File: src/logic/pbd_pkg.sv
// constants and types shared by the peripheral base decoder
package pbd_pkg;

    // control register space codes of the two base registers
    localparam logic [11:0] CREG_PRIMARY = 12'hC0F;
    localparam logic [11:0] CREG_SECONDARY = 12'hC0E;

    // base register field positions
    localparam int VALID_BIT = 0;
    localparam int USER_DATA_BIT = 1;
    localparam int USER_CODE_BIT = 2;
    localparam int SUP_DATA_BIT = 3;
    localparam int SUP_CODE_BIT = 4;
    localparam int CPU_SPACE_BIT = 5;
    localparam int ALT_MASTER_BIT = 6;
    localparam int WRITE_PROT_BIT = 8;
    localparam int PRI_BASE_LSB = 12;
    localparam int SEC_BASE_LSB = 30;

    // bits that hold state; the rest read as zero
    localparam logic [31:0] PRI_WR_MASK = 32'hFFFF_F17F;
    localparam logic [31:0] SEC_WR_MASK = 32'hC000_00FF;

    // value of the valid bits after reset
    localparam logic VALID_RESET = 1'h0;

    // primary window offsets
    localparam logic [11:0] OFS_SYS_CTRL = 12'h000;
    localparam logic [11:0] OFS_BUS_PARK = 12'h00C;
    localparam logic [11:0] OFS_IRQ_PEND = 12'h040;
    localparam logic [11:0] OFS_IRQ_MASK = 12'h044;
    localparam logic [11:0] OFS_IRQ_CTRL_FIRST = 12'h04C;
    localparam logic [11:0] OFS_IRQ_CTRL_LAST = 12'h057;
    localparam logic [11:0] OFS_DEVICE_ID = 12'h0AC;

    // secondary window offsets
    localparam logic [11:0] OFS_GPIO_LO = 12'h000;
    localparam logic [11:0] OFS_GPIO_HI = 12'h0B0;
    localparam logic [11:0] OFS_SEC_PRIO_FIRST = 12'h140;
    localparam logic [11:0] OFS_SEC_PRIO_LAST = 12'h15C;
    localparam logic [11:0] OFS_SPUR_VEC = 12'h164;
    localparam logic [11:0] OFS_VEC_BASE = 12'h168;
    localparam logic [11:0] OFS_SOFT_IRQ = 12'h198;

    // where an access is routed
    typedef enum logic [2:0] {
        TGT_NONE,
        TGT_SRAM,
        TGT_PRIMARY,
        TGT_SECONDARY,
        TGT_EXTERNAL
    } pbd_target_t;

    // register addressed inside a window
    typedef enum logic [4:0] {
        REG_NONE,
        REG_RESET_CAUSE,
        REG_SYS_PROTECT,
        REG_WDOG_VECTOR,
        REG_WDOG_SERVICE,
        REG_BUS_PARK,
        REG_IRQ_PENDING,
        REG_IRQ_MASK,
        REG_IRQ_CTRL,
        REG_DEVICE_ID,
        REG_GPIO_LO_IN,
        REG_GPIO_LO_OUT,
        REG_GPIO_LO_OE,
        REG_GPIO_LO_FUNC,
        REG_GPIO_HI_IN,
        REG_GPIO_HI_OUT,
        REG_GPIO_HI_OE,
        REG_GPIO_HI_FUNC,
        REG_SEC_PRIORITY,
        REG_SPUR_VECTOR,
        REG_VECTOR_BASE,
        REG_SOFT_IRQ
    } pbd_reg_t;

    typedef struct packed {
        pbd_reg_t id;
        logic [3:0] idx;
        logic readOnly;
    } pbd_regsel_t;

endpackage

File: src/logic/pbd_base_if.sv
// base register contents passed from the store to the window compare
`timescale 1ns/1ns
interface pbd_base_if;
    logic [31:0] primaryBase;
    logic [31:0] secondaryBase;

    modport store (
        output primaryBase,
        output secondaryBase
    );

    modport match (
        input primaryBase,
        input secondaryBase
    );
endinterface

File: src/logic/pbd_base_store.sv
// the two base registers with their control-register and debug ports
`timescale 1ns/1ns
module pbd_base_store (
    // clock and reset
    input wire logic clk,
    input wire logic srst,
    // control register writes
    input wire logic cregWrEn,
    input wire logic [11:0] cregSel,
    input wire logic [31:0] cregWrData,
    input wire logic cregSuper,
    // debug read
    input wire logic dbgRdEn,
    input wire logic [11:0] dbgRdSel,
    output logic [31:0] dbgRdData,
    output logic dbgRdValid,
    // stored values
    pbd_base_if.store base
);
    logic priValid;
    logic secValid;
    logic [31:1] priBody;
    logic [31:1] secBody;

    // only supervisor control register writes reach the store
    wire priWr = cregWrEn && cregSuper && cregSel == pbd_pkg::CREG_PRIMARY;
    wire secWr = cregWrEn && cregSuper
        && cregSel == pbd_pkg::CREG_SECONDARY;
    wire [31:0] priMasked = cregWrData & pbd_pkg::PRI_WR_MASK;
    wire [31:0] secMasked = cregWrData & pbd_pkg::SEC_WR_MASK;
    wire [31:0] dbgSelData =
        dbgRdSel == pbd_pkg::CREG_PRIMARY ? base.primaryBase :
        dbgRdSel == pbd_pkg::CREG_SECONDARY ? base.secondaryBase :
        32'h0000_0000;

    assign base.primaryBase = {priBody, priValid};
    assign base.secondaryBase = {secBody, secValid};

    // valid bits alone are reset
    always_ff @(posedge clk) begin
        if (srst) begin
            priValid <= pbd_pkg::VALID_RESET;
            secValid <= pbd_pkg::VALID_RESET;
        end else begin
            if (priWr) begin
                priValid <= cregWrData[pbd_pkg::VALID_BIT];
            end
            if (secWr) begin
                secValid <= cregWrData[pbd_pkg::VALID_BIT];
            end
        end
    end

    // address and mask bits keep no reset value
    always_ff @(posedge clk) begin
        if (priWr) begin
            priBody <= priMasked[31:1];
        end
        if (secWr) begin
            secBody <= secMasked[31:1];
        end
    end

    // read-back exists only on the debug port
    always_ff @(posedge clk) begin
        if (srst) begin
            dbgRdData <= 32'h0000_0000;
            dbgRdValid <= 1'h0;
        end else begin
            dbgRdValid <= dbgRdEn;
            if (dbgRdEn) begin
                dbgRdData <= dbgSelData;
            end
        end
    end
endmodule

File: src/logic/pbd_window_match.sv
// compares one access against the primary and secondary windows
`timescale 1ns/1ns
module pbd_window_match (
    // access attributes
    input wire logic [31:0] accAddr,
    input wire logic accSuper,
    input wire logic accCode,
    input wire logic accIack,
    input wire logic accAltMaster,
    // base registers
    pbd_base_if.match base,
    // results
    output logic primaryHit,
    output logic secondaryHit,
    output logic primaryWrProt
);
    wire [31:0] pb = base.primaryBase;
    wire [31:0] sb = base.secondaryBase;

    // space mask picked by supervisor and code attributes
    wire spaceMask = accSuper
        ? (accCode ? pb[pbd_pkg::SUP_CODE_BIT] : pb[pbd_pkg::SUP_DATA_BIT])
        : (accCode ? pb[pbd_pkg::USER_CODE_BIT]
                   : pb[pbd_pkg::USER_DATA_BIT]);

    // acknowledge cycles obey only their own mask
    // an alternate master skips the space masks
    wire priMasked = accIack ? pb[pbd_pkg::CPU_SPACE_BIT]
        : accAltMaster ? pb[pbd_pkg::ALT_MASTER_BIT]
        : spaceMask;

    wire priAddrEq = accAddr[31:pbd_pkg::PRI_BASE_LSB]
        == pb[31:pbd_pkg::PRI_BASE_LSB];
    wire secAddrEq = accAddr[31:pbd_pkg::SEC_BASE_LSB]
        == sb[31:pbd_pkg::SEC_BASE_LSB];

    assign primaryHit = pb[pbd_pkg::VALID_BIT] && priAddrEq
        && !priMasked;
    assign secondaryHit = sb[pbd_pkg::VALID_BIT] && secAddrEq;
    assign primaryWrProt = pb[pbd_pkg::WRITE_PROT_BIT];
endmodule

File: src/logic/pbd_peripheral_base_decoder.sv
// peripheral base decoder: windows, routing and register offsets
`timescale 1ns/1ns
module pbd_peripheral_base_decoder (
    // clock and reset
    input wire logic clk,
    input wire logic srst,
    // control register writes from the core
    input wire logic cregWrEn,
    input wire logic [11:0] cregSel,
    input wire logic [31:0] cregWrData,
    input wire logic cregSuper,
    // background debug read-back
    input wire logic dbgRdEn,
    input wire logic [11:0] dbgRdSel,
    output logic [31:0] dbgRdData,
    output logic dbgRdValid,
    // processor bus access
    input wire logic accValid,
    input wire logic [31:0] accAddr,
    input wire logic accWrite,
    input wire logic accSuper,
    input wire logic accCode,
    input wire logic accIack,
    input wire logic accAltMaster,
    input wire logic sramHit,
    // decode result, one cycle after the access
    output logic decValid,
    output pbd_pkg::pbd_target_t decTarget,
    output pbd_pkg::pbd_reg_t decReg,
    output logic [3:0] decIndex,
    output logic [1:0] decLane,
    output logic [11:0] decOffset,
    output logic decWrEn,
    output logic decWrBlocked
);
    pbd_base_if base ();

    logic primaryHit;
    logic secondaryHit;
    logic primaryWrProt;

    pbd_base_store u_store (
        .clk(clk),
        .srst(srst),
        .cregWrEn(cregWrEn),
        .cregSel(cregSel),
        .cregWrData(cregWrData),
        .cregSuper(cregSuper),
        .dbgRdEn(dbgRdEn),
        .dbgRdSel(dbgRdSel),
        .dbgRdData(dbgRdData),
        .dbgRdValid(dbgRdValid),
        .base(base.store)
    );

    pbd_window_match u_match (
        .accAddr(accAddr),
        .accSuper(accSuper),
        .accCode(accCode),
        .accIack(accIack),
        .accAltMaster(accAltMaster),
        .base(base.match),
        .primaryHit(primaryHit),
        .primaryWrProt(primaryWrProt),
        .secondaryHit(secondaryHit)
    );

    // builds one register selection
    function automatic pbd_pkg::pbd_regsel_t regSel(
        input pbd_pkg::pbd_reg_t id,
        input logic [3:0] idx,
        input logic readOnly
    );
        pbd_pkg::pbd_regsel_t s;
        s.id = id;
        s.idx = idx;
        s.readOnly = readOnly;
        return s;
    endfunction

    // selects one of the four registers of a gpio bank
    function automatic pbd_pkg::pbd_regsel_t gpioSel(
        input logic [1:0] word,
        input logic high
    );
        pbd_pkg::pbd_regsel_t s;
        s = regSel(pbd_pkg::REG_NONE, 4'h0, 1'h0);
        unique case (word)
            2'h0: begin
                s = regSel(high ? pbd_pkg::REG_GPIO_HI_IN
                    : pbd_pkg::REG_GPIO_LO_IN, 4'h0, 1'h1);
            end
            2'h1: begin
                s = regSel(high ? pbd_pkg::REG_GPIO_HI_OUT
                    : pbd_pkg::REG_GPIO_LO_OUT, 4'h0, 1'h0);
            end
            2'h2: begin
                s = regSel(high ? pbd_pkg::REG_GPIO_HI_OE
                    : pbd_pkg::REG_GPIO_LO_OE, 4'h0, 1'h0);
            end
            2'h3: begin
                s = regSel(high ? pbd_pkg::REG_GPIO_HI_FUNC
                    : pbd_pkg::REG_GPIO_LO_FUNC, 4'h0, 1'h0);
            end
        endcase
        return s;
    endfunction

    // primary window offsets; reserved words give REG_NONE
    function automatic pbd_pkg::pbd_regsel_t primarySel(
        input logic [11:0] ofs
    );
        pbd_pkg::pbd_regsel_t s;
        logic [11:0] ctrlOfs;
        s = regSel(pbd_pkg::REG_NONE, 4'h0, 1'h0);
        ctrlOfs = ofs - pbd_pkg::OFS_IRQ_CTRL_FIRST;
        if (ofs[11:2] == pbd_pkg::OFS_SYS_CTRL[11:2]) begin
            unique case (ofs[1:0])
                2'h0: s = regSel(pbd_pkg::REG_RESET_CAUSE, 4'h0, 1'h0);
                2'h1: s = regSel(pbd_pkg::REG_SYS_PROTECT, 4'h0, 1'h0);
                2'h2: s = regSel(pbd_pkg::REG_WDOG_VECTOR, 4'h0, 1'h0);
                2'h3: s = regSel(pbd_pkg::REG_WDOG_SERVICE, 4'h0, 1'h0);
            endcase
        end else if (ofs == pbd_pkg::OFS_BUS_PARK) begin
            s = regSel(pbd_pkg::REG_BUS_PARK, 4'h0, 1'h0);
        end else if (ofs[11:2] == pbd_pkg::OFS_IRQ_PEND[11:2]) begin
            s = regSel(pbd_pkg::REG_IRQ_PENDING, 4'h0, 1'h0);
        end else if (ofs[11:2] == pbd_pkg::OFS_IRQ_MASK[11:2]) begin
            s = regSel(pbd_pkg::REG_IRQ_MASK, 4'h0, 1'h0);
        end else if (ofs >= pbd_pkg::OFS_IRQ_CTRL_FIRST
                && ofs <= pbd_pkg::OFS_IRQ_CTRL_LAST) begin
            // byte offset from the first control word is the index
            s = regSel(pbd_pkg::REG_IRQ_CTRL, ctrlOfs[3:0], 1'h0);
        end else if (ofs[11:2] == pbd_pkg::OFS_DEVICE_ID[11:2]) begin
            s = regSel(pbd_pkg::REG_DEVICE_ID, 4'h0, 1'h1);
        end
        return s;
    endfunction

    // secondary window offsets; only the low 4 KB holds registers
    function automatic pbd_pkg::pbd_regsel_t secondarySel(
        input logic [29:0] ofsFull
    );
        pbd_pkg::pbd_regsel_t s;
        logic [11:0] ofs;
        logic [11:0] prioOfs;
        s = regSel(pbd_pkg::REG_NONE, 4'h0, 1'h0);
        ofs = ofsFull[11:0];
        prioOfs = ofs - pbd_pkg::OFS_SEC_PRIO_FIRST;
        if (ofsFull[29:12] != 18'h0_0000) begin
            s = regSel(pbd_pkg::REG_NONE, 4'h0, 1'h0);
        end else if (ofs[11:4] == pbd_pkg::OFS_GPIO_LO[11:4]) begin
            s = gpioSel(ofs[3:2], 1'h0);
        end else if (ofs[11:4] == pbd_pkg::OFS_GPIO_HI[11:4]) begin
            s = gpioSel(ofs[3:2], 1'h1);
        end else if (ofs >= pbd_pkg::OFS_SEC_PRIO_FIRST
                && ofs[11:2] <= pbd_pkg::OFS_SEC_PRIO_LAST[11:2]) begin
            // one word per group of eight sources
            s = regSel(pbd_pkg::REG_SEC_PRIORITY,
                {1'h0, prioOfs[4:2]}, 1'h0);
        end else if (ofs[11:2] == pbd_pkg::OFS_SPUR_VEC[11:2]) begin
            s = regSel(pbd_pkg::REG_SPUR_VECTOR, 4'h0, 1'h0);
        end else if (ofs[11:2] == pbd_pkg::OFS_VEC_BASE[11:2]) begin
            s = regSel(pbd_pkg::REG_VECTOR_BASE, 4'h0, 1'h0);
        end else if (ofs[11:2] == pbd_pkg::OFS_SOFT_IRQ[11:2]) begin
            s = regSel(pbd_pkg::REG_SOFT_IRQ, 4'h0, 1'h0);
        end
        return s;
    endfunction

    // routing in fixed priority
    wire pbd_pkg::pbd_target_t routeTarget =
        !accValid ? pbd_pkg::TGT_NONE :
        sramHit ? pbd_pkg::TGT_SRAM :
        primaryHit ? pbd_pkg::TGT_PRIMARY :
        secondaryHit ? pbd_pkg::TGT_SECONDARY :
        pbd_pkg::TGT_EXTERNAL;

    wire pbd_pkg::pbd_regsel_t priSel = primarySel(accAddr[11:0]);
    wire pbd_pkg::pbd_regsel_t secSel = secondarySel(accAddr[29:0]);

    wire isPrimary = routeTarget == pbd_pkg::TGT_PRIMARY;
    wire isSecondary = routeTarget == pbd_pkg::TGT_SECONDARY;

    wire pbd_pkg::pbd_regsel_t pickSel =
        isPrimary ? priSel :
        isSecondary ? secSel :
        regSel(pbd_pkg::REG_NONE, 4'h0, 1'h0);

    // protected window or read-only register swallows the write
    wire primaryBlock = isPrimary && primaryWrProt;
    wire roBlock = (isPrimary || isSecondary) && pickSel.readOnly;

    wire next_decWrBlocked = accWrite && (primaryBlock || roBlock);
    wire next_decWrEn = accWrite && (isPrimary || isSecondary)
        && pickSel.id != pbd_pkg::REG_NONE && !next_decWrBlocked;

    // decode registered so every result leaves from a flip-flop
    always_ff @(posedge clk) begin
        if (srst) begin
            decValid <= 1'h0;
            decTarget <= pbd_pkg::TGT_NONE;
            decReg <= pbd_pkg::REG_NONE;
            decIndex <= 4'h0;
            decLane <= 2'h0;
            decOffset <= 12'h000;
            decWrEn <= 1'h0;
            decWrBlocked <= 1'h0;
        end else begin
            decValid <= accValid;
            decTarget <= routeTarget;
            decReg <= pickSel.id;
            decIndex <= pickSel.idx;
            decLane <= accAddr[1:0];
            decOffset <= accAddr[11:0];
            decWrEn <= next_decWrEn;
            decWrBlocked <= next_decWrBlocked;
        end
    end
endmodule

File: config.mk
export PLATFORM = sky130hd
export DESIGN_NAME = pbd_peripheral_base_decoder
export DESIGN_NICKNAME = d
export VERILOG_FILES = /design/src/logic/pbd_pkg.sv /design/src/logic/pbd_base_if.sv /design/src/logic/pbd_base_store.sv /design/src/logic/pbd_window_match.sv /design/src/logic/pbd_peripheral_base_decoder.sv
export SDC_FILE = /design/constraint.sdc
export NUM_CORES = 1
export LEC_CHECK = 0
export CAP_MARGIN = 30
export CORE_MARGIN = 2
export CORE_UTILIZATION = 50
export CTS_CLUSTER_SIZE = 16
export DETAILED_ROUTE_END_ITERATION = 12
export DONT_BUFFER_PORTS = 1
export GPL_TIMING_DRIVEN = 1
export MAX_ROUTING_LAYER = met4
export SYNTH_ARGS = -nofsm -noshare
export SYNTH_HDL_FRONTEND = slang
export SYNTH_SLANG_ARGS = --single-unit
File: constraint.sdc
create_clock -name clk -period 3 [get_ports clk]
set_clock_uncertainty 0.1 [all_clocks]
set_input_delay 0.6 -clock clk [delete_from_list [all_inputs] [get_ports clk]]
set_output_delay 0.6 -clock clk [all_outputs]
set_load 0.01 [all_outputs]
# Word-level counts from Yosys, hierarchy flattened
# Index checks and enable logic that the tools add are counted.
[totals] register_bits=100 input_bits=100 out_inout_bits=62 elab_cells=95
[op_classes] n_addsub=2 magnitude_cmp=4 n_eq_ne=22 muxes=29 n_reduce_logical=24
[ops] cell="10-bit one-hot mux with 4 select lines" count=3
[ops] cell="10-bit 2-to-1 mux" count=10
[ops] cell="32-bit 2-to-1 mux" count=2
[ops] cell="12-bit == test, second input constant" count=4
[ops] cell="9-bit 2-to-1 mux" count=5
[ops] cell="10-bit by 7-bit == test with 1-bit output, second input constant" count=3
[ops] cell="10-bit by 5-bit == test with 1-bit output, second input constant" count=2
[ops] cell="20-bit == test" count=1
[ops] cell="18-bit nonzero test" count=1
[ops] cell="1-bit logical AND" count=14
[ops] cell="12-bit by 4-bit == test with 1-bit output, second input constant" count=1
[ops] cell="12-bit by 7-bit >= comparator with 1-bit output, second input constant" count=1
[ops] cell="12-bit by 9-bit >= comparator with 1-bit output, second input constant" count=1
[ops] cell="12-bit by 7-bit <= comparator with 1-bit output, second input constant" count=1
[ops] cell="3-bit 2-to-1 mux" count=4
[ops] cell="10-bit by 6-bit == test with 1-bit output, second input constant" count=1
[ops] cell="10-bit by 7-bit <= comparator with 1-bit output, second input constant" count=1
[ops] cell="10-bit zero test" count=1
[ops] cell="2-bit == test, second input constant" count=4
[ops] cell="8-bit by 4-bit == test with 1-bit output, second input constant" count=1
[ops] cell="8-bit zero test" count=1
[ops] cell="3-bit by 2-bit == test with 1-bit output, second input constant" count=2
[ops] cell="1-bit 2-to-1 mux" count=5
[ops] cell="5-bit nonzero test" count=1
[ops] cell="other kinds (7)" count=11

# Depth between registers and ports, before layout
[logic_depth] ltp_word=17 mapped_depth=8 mapped_depth_nobuf=8

# By module
# A second synthesis with hierarchy kept.
[unflattened] hier_cells=407 hier_area_um2=4381.7
[by_module_without_submodules] mod="pbd_base_store" n_inst=1 cells_per_inst=213 area_each_um2=2600.0 seq_area_each_um2=1721.7
[by_module_without_submodules] mod="pbd_peripheral_base_decoder" n_inst=1 cells_per_inst=158 area_each_um2=1472.7 seq_area_each_um2=540.5
[by_module_without_submodules] mod="pbd_window_match" n_inst=1 cells_per_inst=36 area_each_um2=309.0 seq_area_each_um2=0.0

# Least setup slack after synthesis
# Ideal clock, no wire load.
[synth_timing] path_kind="input to register" from="input cregSel[4]" to="register u_store.priValid" setup_ns=0.128 arrival_ns=2.298 t_required_ns=2.772 slack_ns=0.474 path_stages=6 path_buffers=0 cell_sequence="nor4b_1 > nand3_1 > nor4b_1 > and2_1 > mux2i_1 > nor2_1"
[synth_between] elab_chain_cells=2
[synth_lines] item="start: declaration" line="pbd_peripheral_base_decoder.sv:9" rtl="input wire logic [11:0] cregSel,"
[synth_lines] item="12-bit == test" line="pbd_base_store.sv:26" rtl="wire priWr = cregWrEn && cregSuper && cregSel == pbd_pkg::CREG_PRIMARY;"
[synth_lines] item="1-bit logical AND" line="pbd_base_store.sv:26"
[synth_lines] item="net u_store.priWr" line="pbd_base_store.sv:26"
[synth_lines] item="end signal: assignment" line="pbd_base_store.sv:42" rtl="priValid <= pbd_pkg::VALID_RESET;"
[synth_lines] item="end signal: assignment" line="pbd_base_store.sv:46" rtl="priValid <= cregWrData[pbd_pkg::VALID_BIT];"
[synth_lines] item="end: declaration" line="pbd_base_store.sv:20" rtl="logic priValid;"
# The timed path passes the listed nets, and every way through them passes these cells.
# A chain may end at the register's enable or synchronous reset.

# Worst setup path in the final report
[layout_timing] from="register u_store.priBody[5] (netlist name)" to="register decWrEn"
[layout_between] elab_chain_cells=14 word_cells_on_any_way=20 cone_classes="eq/ne: 2; mux: 6; reduce/logical: 12"
[layout_lines] item="start: declaration" line="pbd_base_store.sv:22" rtl="logic [31:1] priBody;"
[layout_lines] item="start signal: assignment" line="pbd_base_store.sv:57" rtl="priBody <= priMasked[31:1];"
[layout_lines] item="1-bit 2-to-1 mux (*)" line="pbd_window_match.sv:28" rtl="wire priMasked = accIack ? pb[pbd_pkg::CPU_SPACE_BIT]"
[layout_lines] item="1-bit zero test (*)" line="pbd_window_match.sv:38" rtl="&& !priMasked;"
[layout_lines] item="1-bit logical AND (*)" line="pbd_window_match.sv:38"
[layout_lines] item="3-bit 2-to-1 mux (*)" line="pbd_peripheral_base_decoder.sv:175" rtl="primaryHit ? pbd_pkg::TGT_PRIMARY :"
[layout_lines] item="3-bit 2-to-1 mux (*)" line="pbd_peripheral_base_decoder.sv:174" rtl="sramHit ? pbd_pkg::TGT_SRAM :"
[layout_lines] item="3-bit 2-to-1 mux (*)" line="pbd_peripheral_base_decoder.sv:173" rtl="!accValid ? pbd_pkg::TGT_NONE :"
[layout_lines] item="3-bit by 2-bit == test with 1-bit output" line="pbd_peripheral_base_decoder.sv:183" rtl="wire isSecondary = routeTarget == pbd_pkg::TGT_SECONDARY;"
[layout_lines] item="10-bit 2-to-1 mux" line="pbd_peripheral_base_decoder.sv:187" rtl="isSecondary ? secSel :"
[layout_lines] item="10-bit 2-to-1 mux" line="pbd_peripheral_base_decoder.sv:186" rtl="isPrimary ? priSel :"
[layout_lines] item="1-bit logical AND" line="pbd_peripheral_base_decoder.sv:192" rtl="wire roBlock = (isPrimary || isSecondary) && pickSel.readOnly;"
[layout_lines] item="1-bit logical OR" line="pbd_peripheral_base_decoder.sv:194" rtl="wire next_decWrBlocked = accWrite && (primaryBlock || roBlock);"
[layout_lines] item="1-bit logical AND" line="pbd_peripheral_base_decoder.sv:194"
[layout_lines] item="1-bit zero test" line="pbd_peripheral_base_decoder.sv:196" rtl="&& pickSel.id != pbd_pkg::REG_NONE && !next_decWrBlocked;"
[layout_lines] item="1-bit logical AND (*)" line="pbd_peripheral_base_decoder.sv:196"
[layout_lines] item="end signal: assignment" line="pbd_peripheral_base_decoder.sv:216" rtl="decWrEn <= next_decWrEn;"
[layout_lines] item="end: declaration" line="pbd_peripheral_base_decoder.sv:33" rtl="output logic decWrEn,"
# Every way passes the cells marked *; elsewhere a longest branch is shown, timed or not.

==> reports/metrics.cfg <==
[timing]
worstMarginPinSlew_ps=503
max_freq_ghz=0.429
hold_viol=0
fin_crit_sh=0.777
setup_violations=0
finalWorstSetupSlack_ps=670
min_period_ps=2330
max_slew_margin=0.664
fin_tns_setup_ps=0
rsz0062_at_grt=false
drv_slew=0

[layout]
drive_gt1_frac=0.0861
area_growth_pct=7.26
multi_input_area_mm2=0.00177
fill_cells=725
final-seq-area_mm2=0.00226
finalNonFillerCells=502
fin_nets=500
utilization=0.548

[cts]
post-cts-setup-buffers=0
cts_tree=built
cts_buffers=9
clkTransAtPathRegs_ps=90
cts_htree_levels=3
ctsResizeCount=0
cts.hold.buffers_added=0
clock-sinks=95
clockBufferDepth=2
worst_skew_pair.late_latency_ps=350
cts_root_buffer=clkbuf_8

[yosys]
synth_top_flop_cell=dfxtp_1
ys_top_cells_by_count=59 x dfxtp_1, 53 x nor2_1, 42 x nor2b_1
synth.top_cell.area_share=0.284
yosysSeqAreaShare=0.545
synth_edf_count=36
synth_seq_cells=95
async_flop_share=0
synth_most_common_cell=dfxtp_1
synth_cell_types=51
yosys-top-cells-area=dfxtp_1 28%, edfxtp_1 26%, nor2b_1 6.3%
synth_area_leader_cell=dfxtp_1
yosys_warnings=0
syn_area_per_cell_um2=10.6
synthCells=390
syn_area_mm2=0.00415

[critical_path]
crit_type=reg2reg
worst-path-max-fanout=7
crit_required_ps=3150
endpoint_kind=flip-flop
critical_path_arrival_ps=2480
cp-start-kind=flip-flop
startpoint=u_store.priBody[5]
reg2reg_depth=7
timing.rr.end=decWrEn
reg2reg_slack_ps=670
r2r-start=u_store.priBody[5]
cp-endpoint=decWrEn

[drt]
routedWlPerCell_um=18.7
ant_nets=0
drt_iter0_drc=96
dr_total_vias=2811
drc=0
vias_per_cell=5.60
finalWirelength_um=9400
dr.pass1.iters=4

[placed_design]
gp_congestion=0.922
place_inst=484
numPortBuffers=0
place_ws_ps=359
dpl.hpwl_um=6910

[floorplan]
initial_core_util=0.511
dieHeight_um=95.1
coreArea_mm2=0.00813
die_area_mm2=0.00905
io_pins=162
rows=33
die_w_um=95.1

[grt]
grt_pass1_wl_um=14200
grtUsageTotal=0.215
busiest_layer=met2
grt_antenna_before_repair=2
grt_start_max_net_pins=53
gr-usage-met3=0.0719
grt.met1_usage=0.268
grt_pass1_vias=2684
gr-total-overflow=0
use_met2=0.327

[power_and_ir_drop]
vdd_drop_max_mv=0.281
p_leak_nw=1.56
power_density_mw_per_mm2=506

[status]
outcome=finished clean

[flow_run]
max-cap-violations=0

[min_path]
min_path_type=in2reg

[metal layers]
metal  routed length (µm)  up-vias
li1                     -     1379
met1                 3970     1309
met2                 4470      111
met3                  836       12
met4                  132        0
met5                    0        -
[metrics by stage]
step | total power [mW] | hold slack [ps] | instance area (µm²)
after detailed placement | 1.46 | 409 | 4260
after CTS | 2.28 | 190 | 4450
after global routing | 2.33 | 180 | 4450
final | 2.25 | 204 | 4450
after global placement | 1.46 | 387 | 4260
after floorplan | 1.47 | 364 | 4160
[how the worst min path moves through the flow]
stage,startpoint,end,slack (ps),cells past startpoint
after floorplan,u_store.priBody[8],u_store.dbgRdData[8],360,2
after global placement,u_store.priValid,u_store.priValid,390,2
after detailed placement,u_store.priValid,u_store.priValid,410,2
after CTS,srst,decOffset[4],190,1
after global routing,srst,decOffset[7],180,1
final,srst,u_store.dbgRdData[14],200,1
[critical path, cell delays in order, from the launching register on]
cell and delay [ps]:
edfxtp_1 390, a21boi_0 330, nand4_1 170, nor4_1 490, a211oi_1 140, buf_4 180
and3b_1 180, a311oi_1 260
[kinds of logic (layout without fill, tap and decap cells)]
family,Yosys count,after routing,synth area share
other,1,5,0.000903
buffers and inverters,28,31,0.0301
XOR/XNOR,22,22,0.0464
flip-flops,95,95,0.545
adder cells (fa/ha/maj),10,10,0.0301
AND/OR/NAND/NOR,155,155,0.208
multiplexers,13,13,0.0340
AO/OA/AOI/OAI,66,66,0.106
[power breakdown]
| part | internal, mW | switching, mW |
|---|---|---|
| Clock | 0.387 | 0.435 |
| Sequential | 1.35 | 0.0103 |
| Combinational | 0.0391 | 0.0358 |
[cell type report]
class	instances	area share
Inverter	8	0.00674
Antenna cell	2	0.00112
Tap cell	105	0.0295
Clock buffer	11	0.0295
Sequential cell	95	0.508
Timing Repair Buffer	7	0.0146
Clock inverter	5	0.0126
Multi-Input combinational cell	269	0.398
[state kept, by name (all words and copies together) (netlist names), 3 cells and up]
signal / flops
decReg: 5
u_store.priBody: 27
decOffset: 11
u_store.dbgRdData: 29
decIndex: 4
decTarget: 3
u_store.secBody: 9
[placed cells by master (no fill, tap or decap), drive strengths merged, types with 2 or more instances in the layout]
| cell | netlist | final |
|---|---|---|
| mux2 | 9 | 9 |
| nand2 | 6 | 6 |
| o31ai | 2 | 2 |
| nor2 | 53 | 53 |
| xnor2 | 22 | 22 |
| and2 | 5 | 5 |
| nand2b | 3 | 3 |
| edfxtp | 36 | 36 |
| o211a | 2 | 2 |
| nor3b | 2 | 2 |
| a211oi | 2 | 2 |
| nor2b | 42 | 42 |
| mux2i | 4 | 4 |
| buf | 6 | 7 |
| diode | 0 | 2 |
| nand3 | 8 | 8 |
| nand3b | 3 | 3 |
| a22oi | 5 | 5 |
| a31oi | 2 | 2 |
| o21a | 3 | 3 |
| or4b | 2 | 2 |
| nor4 | 7 | 7 |
| nor4bb | 2 | 2 |
| conb | 1 | 3 |
| o2bb2ai | 3 | 3 |
| a21oi | 33 | 33 |
| o21ai | 4 | 4 |
| dfxtp | 59 | 59 |
| nor3 | 3 | 3 |
| inv | 8 | 9 |
| nand4 | 9 | 9 |
| clkbuf | 14 | 11 |
| and3 | 3 | 3 |
| nor4b | 4 | 4 |
| clkinv | 0 | 2 |
| ha | 10 | 10 |
Note: power is estimated with default switching activity, not from simulation.
